## src/flash_host_pkg.sv

```systemverilog
// Constants, command codes and sector decode for the flash bus host
package flash_host_pkg;
    // Clock period of ref_clk_i in ns
    localparam int CLK_NS = 5;
    // Pin timing figures in ns; plain defaults, set them to the fitted part's speed grade
    localparam int ADDRESS_ACCESS_TIME_NS = 70;
    localparam int SELECT_ACCESS_TIME_NS = 70;
    localparam int WRITE_PULSE_NS = 35;
    localparam int RESET_PULSE_MIN_NS = 500;
    localparam int RESET_HIGH_RECOVERY_NS = 50;
    // Least times round up to whole cycles
    localparam int ACCESS_NS = (ADDRESS_ACCESS_TIME_NS > SELECT_ACCESS_TIME_NS) ?
                               ADDRESS_ACCESS_TIME_NS : SELECT_ACCESS_TIME_NS;
    localparam int ACCESS_CYC = (ACCESS_NS + CLK_NS - 1) / CLK_NS;
    localparam int WRITE_PULSE_CYC = (WRITE_PULSE_NS + CLK_NS - 1) / CLK_NS;
    localparam int RESET_PULSE_MIN_CYC = (RESET_PULSE_MIN_NS + CLK_NS - 1) / CLK_NS;
    localparam int RESET_HIGH_RECOVERY_CYC = (RESET_HIGH_RECOVERY_NS + CLK_NS - 1) / CLK_NS;
    localparam int SYNC_STAGES = 2;
    // Read strobe low time less its spare cycle: access time plus the data synchroniser delay
    localparam int READ_CYC = ACCESS_CYC + SYNC_STAGES;
    localparam int CNT_W = 16;
    localparam int ADDR_W = 19;
    localparam int DATA_W = 16;
    localparam int SECT_W = 5;
    // Top boot region: A18:A15 all ones, split by A14:A12
    localparam logic [3:0] TOP_REGION = 4'hF;
    localparam logic [SECT_W-1:0] SECT_TOP_32K = 5'h0F;
    localparam logic [SECT_W-1:0] SECT_TOP_8K_A = 5'h10;
    localparam logic [SECT_W-1:0] SECT_TOP_8K_B = 5'h11;
    localparam logic [SECT_W-1:0] SECT_TOP_16K = 5'h12;

    typedef enum logic [1:0] {
        CMD_READ = 2'h0,
        CMD_WRITE = 2'h1,
        CMD_RESET = 2'h2
    } cmd_kind_e;

    // Sector of a word address; byte lane bit is not part of it
    function automatic logic [SECT_W-1:0] sector_of(input logic [ADDR_W-1:0] a);
        logic [SECT_W-1:0] s;
        s = {1'b0, a[18:15]};
        if (a[18:15] == TOP_REGION) begin
            if (!a[14]) begin
                s = SECT_TOP_32K;
            end else if (a[13]) begin
                s = SECT_TOP_16K;
            end else if (a[12]) begin
                s = SECT_TOP_8K_B;
            end else begin
                s = SECT_TOP_8K_A;
            end
        end
        return s;
    endfunction : sector_of
endpackage : flash_host_pkg

```

## src/flash_host.sv

```systemverilog
// Host-side bus controller for an asynchronous parallel boot-sector flash
//
// Operation
// - Read: select and gate low, strobe high
// - Write: strobe and select low, gate high
// - Host does not restart an operation aborted by reset; the caller reissues it
// - Wait recovery after reset before reading
`timescale 1ns/10ps
module flash_host (
    input wire logic ref_clk_i,
    input wire logic rstn_i,
    input wire logic cmd_valid_i,
    output logic cmd_ready_o,
    input wire logic [1:0] cmd_kind_i,
    input wire logic [18:0] cmd_addr_i,
    input wire logic cmd_byte_sel_i,
    input wire logic cmd_word_mode_i,
    input wire logic [15:0] cmd_wdata_i,
    output logic rd_valid_o,
    output logic [15:0] rd_data_o,
    output logic busy_o,
    output logic [4:0] sector_o,
    output logic [18:0] flash_addr_o,
    output logic flash_ce_n_o,
    output logic flash_oe_n_o,
    output logic flash_we_n_o,
    output logic flash_reset_n_o,
    output logic flash_byte_n_o,
    output logic [15:0] dq_o,
    output logic [15:0] dq_oe_n_o,
    input wire logic [15:0] dq_i,
    input wire logic ready_busy_n_i
);
    typedef enum logic [6:0] {
        S_IDLE = 7'b0000001,
        S_RD = 7'b0000010,
        S_WSET = 7'b0000100,
        S_WPULSE = 7'b0001000,
        S_HOLD = 7'b0010000,
        S_RST = 7'b0100000,
        S_RREC = 7'b1000000
    } state_e;

    typedef struct packed {
        state_e st;
        logic [flash_host_pkg::CNT_W-1:0] cnt;
        logic [15:0] dq_s1;
        logic [15:0] dq_s2;
        logic rb_s1;
        logic rb_s2;
        logic ready;
        logic rd_valid;
        logic [15:0] rd_data;
        logic [4:0] sector;
        logic [18:0] addr;
        logic ce_n;
        logic oe_n;
        logic we_n;
        logic rst_n;
        logic byte_n;
        logic [15:0] dq;
        logic [15:0] dq_oe_n;
    } state_s;

    // One spare cycle: the first sync stage must not sample exactly at the access time
    localparam logic [15:0] CNT_READ = 16'(flash_host_pkg::READ_CYC);
    localparam logic [15:0] CNT_WP = 16'(flash_host_pkg::WRITE_PULSE_CYC - 1);
    localparam logic [15:0] CNT_RP = 16'(flash_host_pkg::RESET_PULSE_MIN_CYC - 1);
    localparam logic [15:0] CNT_RH = 16'(flash_host_pkg::RESET_HIGH_RECOVERY_CYC - 1);

    // Power-up issues a hardware reset pulse so the array-read state is certain
    localparam state_s RESET_STATE = '{st: S_RST, cnt: 16'h0000, dq_s1: 16'h0000, dq_s2: 16'h0000,
        rb_s1: 1'b0, rb_s2: 1'b0, ready: 1'b0, rd_valid: 1'b0, rd_data: 16'h0000, sector: 5'h00,
        addr: 19'h00000, ce_n: 1'b1, oe_n: 1'b1, we_n: 1'b1, rst_n: 1'b0, byte_n: 1'b1,
        dq: 16'h0000, dq_oe_n: 16'hFFFF};

    state_s q;
    state_s d;

    always_comb begin
        d = q;
        d.dq_s1 = dq_i;
        d.dq_s2 = q.dq_s1;
        d.rb_s1 = ready_busy_n_i;
        d.rb_s2 = q.rb_s1;
        d.rd_valid = 1'b0;
        d.cnt = q.cnt + 16'h0001;
        unique case (q.st)
            S_IDLE: begin
                d.ready = 1'b1;
                if (cmd_valid_i && q.ready) begin
                    d.ready = 1'b0;
                    d.cnt = 16'h0000;
                    d.addr = cmd_addr_i;
                    d.byte_n = cmd_word_mode_i;
                    d.sector = flash_host_pkg::sector_of(cmd_addr_i);
                    // Byte mode: on reads and writes the top data line is driven as the byte address bit; a reset floats it
                    d.dq[15] = cmd_word_mode_i ? cmd_wdata_i[15] : cmd_byte_sel_i;
                    d.dq_oe_n[15] = cmd_word_mode_i;
                    d.dq[14:0] = cmd_wdata_i[14:0];
                    unique case (cmd_kind_i)
                        flash_host_pkg::CMD_WRITE: begin
                            d.st = S_WSET;
                            d.ce_n = 1'b0;
                            d.dq_oe_n[7:0] = 8'h00;
                            d.dq_oe_n[14:8] = cmd_word_mode_i ? 7'h00 : 7'h7F;
                            d.dq_oe_n[15] = 1'b0;
                        end
                        flash_host_pkg::CMD_RESET: begin
                            d.st = S_RST;
                            d.rst_n = 1'b0;
                            d.dq_oe_n = 16'hFFFF;
                        end
                        default: begin
                            // Each read starts from deselect, so select access time always applies
                            d.st = S_RD;
                            d.ce_n = 1'b0;
                            d.oe_n = 1'b0;
                            d.dq_oe_n[14:0] = 15'h7FFF;
                        end
                    endcase
                end
            end
            S_RD: begin
                if (q.cnt == CNT_READ) begin
                    d.rd_valid = 1'b1;
                    // Also returns identification codes or status on the low lines
                    d.rd_data = q.byte_n ? q.dq_s2 : {8'h00, q.dq_s2[7:0]};
                    d.ce_n = 1'b1;
                    d.oe_n = 1'b1;
                    d.cnt = 16'h0000;
                    d.st = S_HOLD;
                end
            end
            S_WSET: begin
                d.we_n = 1'b0;
                d.cnt = 16'h0000;
                d.st = S_WPULSE;
            end
            S_WPULSE: begin
                if (q.cnt == CNT_WP) begin
                    d.we_n = 1'b1;
                    d.st = S_HOLD;
                end
            end
            S_HOLD: begin
                // One cycle of data hold, then deselect; a running operation goes on
                d.ce_n = 1'b1;
                d.dq_oe_n = {q.byte_n, 15'h7FFF};
                d.st = S_IDLE;
            end
            S_RST: begin
                if (q.cnt == CNT_RP) begin
                    d.rst_n = 1'b1;
                    d.cnt = 16'h0000;
                    d.st = S_RREC;
                end
            end
            S_RREC: begin
                // Held until recovery elapses and busy has cleared
                if (q.cnt >= CNT_RH && q.rb_s2) begin
                    d.st = S_IDLE;
                end
            end
            default: d = RESET_STATE;
        endcase
    end

    always_ff @(posedge ref_clk_i or negedge rstn_i) begin
        if (!rstn_i) begin
            q <= RESET_STATE;
        end else begin
            q <= d;
        end
    end

    assign cmd_ready_o = q.ready;
    assign rd_valid_o = q.rd_valid;
    assign rd_data_o = q.rd_data;
    assign busy_o = ~q.rb_s2;
    assign sector_o = q.sector;
    assign flash_addr_o = q.addr;
    assign flash_ce_n_o = q.ce_n;
    assign flash_oe_n_o = q.oe_n;
    assign flash_we_n_o = q.we_n;
    assign flash_reset_n_o = q.rst_n;
    assign flash_byte_n_o = q.byte_n;
    assign dq_o = q.dq;
    assign dq_oe_n_o = q.dq_oe_n;

    // Helper counters for pulse widths
    logic [15:0] oe_low_cnt;
    logic [15:0] rst_low_cnt;
    logic [15:0] we_low_cnt;
    always_ff @(posedge ref_clk_i or negedge rstn_i) begin
        if (!rstn_i) begin
            oe_low_cnt <= 16'h0000;
            rst_low_cnt <= 16'h0000;
            we_low_cnt <= 16'h0000;
        end else begin
            oe_low_cnt <= q.oe_n ? 16'h0000 : oe_low_cnt + 16'h0001;
            rst_low_cnt <= q.rst_n ? 16'h0000 : rst_low_cnt + 16'h0001;
            we_low_cnt <= q.we_n ? 16'h0000 : we_low_cnt + 16'h0001;
        end
    end
endmodule : flash_host

```

## config.mk

```make
export PLATFORM = sky130hd
export DESIGN_NAME = flash_host
export DESIGN_NICKNAME = d
export VERILOG_FILES = /design/src/flash_host_pkg.sv /design/src/flash_host.sv
export SDC_FILE = /design/constraint.sdc
export NUM_CORES = 1
export LEC_CHECK = 0
export BUFFER_PORTS_ARGS = -buffer_cell sky130_fd_sc_hd__buf_2
export CORE_ASPECT_RATIO = 1.1
export CORE_UTILIZATION = 50
export DETAILED_ROUTE_END_ITERATION = 8
export MAX_ROUTING_LAYER = met4
export PLACE_DENSITY_LB_ADDON = 0.12
export SYNTH_ARGS = -nofsm -noshare
export SYNTH_HDL_FRONTEND = slang
export SYNTH_SLANG_ARGS = --single-unit
export TNS_END_PERCENT = 50
```

## constraint.sdc

```tcl
create_clock -name ref_clk_i -period 2.75 [get_ports ref_clk_i]
set_clock_uncertainty 0.1 [all_clocks]
set_input_delay 0.55 -clock ref_clk_i [delete_from_list [all_inputs] [get_ports ref_clk_i]]
set_output_delay 0.55 -clock ref_clk_i [all_outputs]
set_load 0.02 [all_outputs]
```

==> impl_metrics.csv <==
group,metric,value,unit
placed_design,globalplace.congestion,0.903,
synthesis,syn-num-nets,651,
clock_network,postCtsResizedCells,0,
timing,finalSetupTns,0,ns
timing,rsz0062_at_grt,"no",
floorplan,ios,139,
timing,timing.final.ws_setup,0.331,ns
critical_path,cp-start-kind,"flop",
global_routing,grt_overflow,0,
critical_path,critical_path_required,2.92,ns
pwr,power.density,612,mW/mm^2
run,drv_cap,0,
floorplan,start_util,0.518,
timing,layout_worst_path_cycle_share,0.880,
critical_path,path_class,"reg2reg",
timing,slew_violations,0,
global_routing,grt_max_degree,53,
placed_design,hpwlAfterDp,8360,um
clock_network,post_cts.repair.setup_buffers,0,
critical_path,critPathMaxFanout,41,
critical_path,startpoint,"q[135]",
hold_path,hold_class,"in2async",
synthesis,synth_edf_count,0,
global_routing,antenna_found_initial,0,
synthesis,syn_area,0.00600,mm^2
floorplan,die-area,0.0124,mm^2
floorplan,core-area,0.0116,mm^2
critical_path,crit_end,"flash_addr_o[10]",
floorplan,num_rows,41,
timing,max_slew_margin,0.600,
critical_path,r2r_cells,6,
routing,postRouteAntennaNets,0,
synthesis,yosysTopAreaCell,"dfrtp_1",
clock_network,cts_hold_buf,0,
global_routing,grt_pass1_wl,20000,um
clock_network,cts-htree-levels,4,
routing,drc,0,
synthesis,yosysTopAreaCellShare,0.480,
placed_design,place_area,0.00622,mm^2
floorplan,die_w,106,um
routing,dr_total_vias,4279,
pwr,peakVddDrop,0.318,mV
global_routing,grt_pass1_vias,4115,
placed_design,place_ws,0.358,ns
clock_network,insertion_delay,0.42,ns
synthesis,yosys-top-cells-area,"dfrtp_1 48%, buf_4 9.3%, o21ai_0 6.2%, nor2b_1 4.3%, dfstp_2 3.5%",
clock_network,clk_pin_slew,0.06,ns
pwr,p_leak,0.00326,uW
timing,max_freq,0.413,GHz
synthesis,syn_area_per_cell,10.3,um^2
timing,fin_crit,2.42,ns
floorplan,die_h,117,um
routing,drtPass1Iterations,5,
synthesis,yosys_warnings,0,
layout,antenna_cells,0,
outcome,status,"finished, final reports clean",
routing,wl_per_cell,15.1,um
synthesis,synth.most_common_cell,"dfrtp_1",
routing,vias_per_cell,5.30,
clock_network,cts_tree,"yes",
routing,routed_wl,12200,um
critical_path,rrSetupSlack,0.33,ns
clock_network,cts.path.max_buffers,2,
clock_network,cts_made_buffers,17,
timing,setup_viol,0,
layout,area_growth,13.6,%
critical_path,r2r-start,"q[135]",
timing,hold_viol_final,0,
critical_path,critPathCaptureType,"flop",
timing,whs,0.0314,ns
layout,nets,710,
synthesis,post_synth_num_cell_types,61,
synthesis,synth_seq_cells,123,
synthesis,synthArstFlopShare,1.00,
synthesis,yosys-top-cells-count,"115 x dfrtp_1, 74 x buf_4, 74 x o21ai_0",
global_routing,track_usage,0.215,
timing,tightest_slew,0.594,ns
clock_network,cts.sinks,123,
layout,drive_gt1_frac,0.315,
synthesis,synthCells,585,
placed_design,portBuffers,138,
clock_network,clockRootBuffer,"clkbuf_16",
critical_path,r2r_end,"flash_addr_o[10]",
synthesis,seq_area_frac_synth,0.515,
critical_path,worst_ep_arrival_time,2.59,ns
layout,fin_area,0.00682,mm^2
synthesis,synth-main-ff-cell,"dfrtp_1",
routing,first_iter_violations,336,
[worst max-delay path, stage by stage, from the launching register on]
cell and delay (ns):
dfrtp_1 0.65, xor2_1 0.30, o211ai_1 0.14, a21oi_2 0.38
nand2b_1 0.16, buf_4 0.34, o21ai_0 0.18
[placed cells by master (no fill, tap or decap), types with 3 or more instances in the layout]
cell,netlist,final
dfstp_2,8,8
o21ai_0,74,74
nor2_1,34,34
mux2i_1,3,3
xor2_1,11,11
clkbuf_16,0,17
or4_1,3,3
nand2_1,49,49
xnor2_1,6,6
nand4_1,5,5
ha_1,7,7
nand3_1,12,12
buf_2,8,137
inv_6,0,3
and3_1,3,3
o21ai_1,10,10
a21oi_1,6,5
inv_1,9,9
o31ai_1,11,11
a32o_1,8,8
buf_4,74,9
mux2_2,3,3
a22o_1,8,8
inv_8,0,8
nor3_1,6,6
dfrtp_1,115,115
nor2b_1,41,41
o211ai_1,3,3
[cell type report]
type / count / area (um^2)
clock buffer: 17 / 425
multi-input combinational: 345 / 2130
tap: 150 / 188
clock inverter: 15 / 170
inverter: 10 / 37.5
fill: 1037 / 4780
sequential: 123 / 3090
timing repair buffer: 147 / 773
[where the power goes]
group	internal [uW]	leakage (uW)	switching (uW)	total, uW
registers	1840	0.00160	6.19	1840
logic	51.4	0.00137	63.1	114
clock network	1300	0.000290	914	2210
[routing by layer]
layer  track usage  share of wire  up-vias
met2         0.319           0.47      137
met1         0.276           0.45     2066
met5             -              0        -
met3        0.0532          0.054       21
li1              -              -     2055
met4         0.107          0.022        0
[logic make-up after synthesis]
logic type      synth area share
simple gates               0.171
compound gates             0.134
flops                      0.515
buf+inv                    0.131
xor+xnor                  0.0248
fa+ha+maj                 0.0146
mux                       0.0106
[worst min-delay path by stage]
stage / end / slack, ns
after global routing: sector_o[3] / 0.07
after floorplan: cmd_ready_o / 0.15
final: sector_o[3] / 0.03
after CTS: sector_o[3] / 0.05
after global placement: q[93] / 0.34
after detailed placement: q[79] / 0.35
[sequential cells by signal (all words and copies together), names as in the netlist]
name	cells
dq_oe_n_o	3
sector_o	5
rd_data_o	16
flash_byte_n_o	1
flash_ce_n_o	1
flash_we_n_o	1
flash_reset_n_o	1
cmd_ready_o	1
flash_addr_o	19
dq_o	16
flash_oe_n_o	1
rd_valid_o	1
q	57
[metrics by stage]
stage | power [uW] | util | cells
finish | 4170 | 0.588 | 807
global route | 4320 | 0.588 | 807
CTS | 4230 | 0.588 | 807
detailed placement | 1990 | 0.536 | 775
global placement | 1990 | 0.536 | 775
floorplan | 1900 | - | 585
Power figures use the tool's default switching activity.
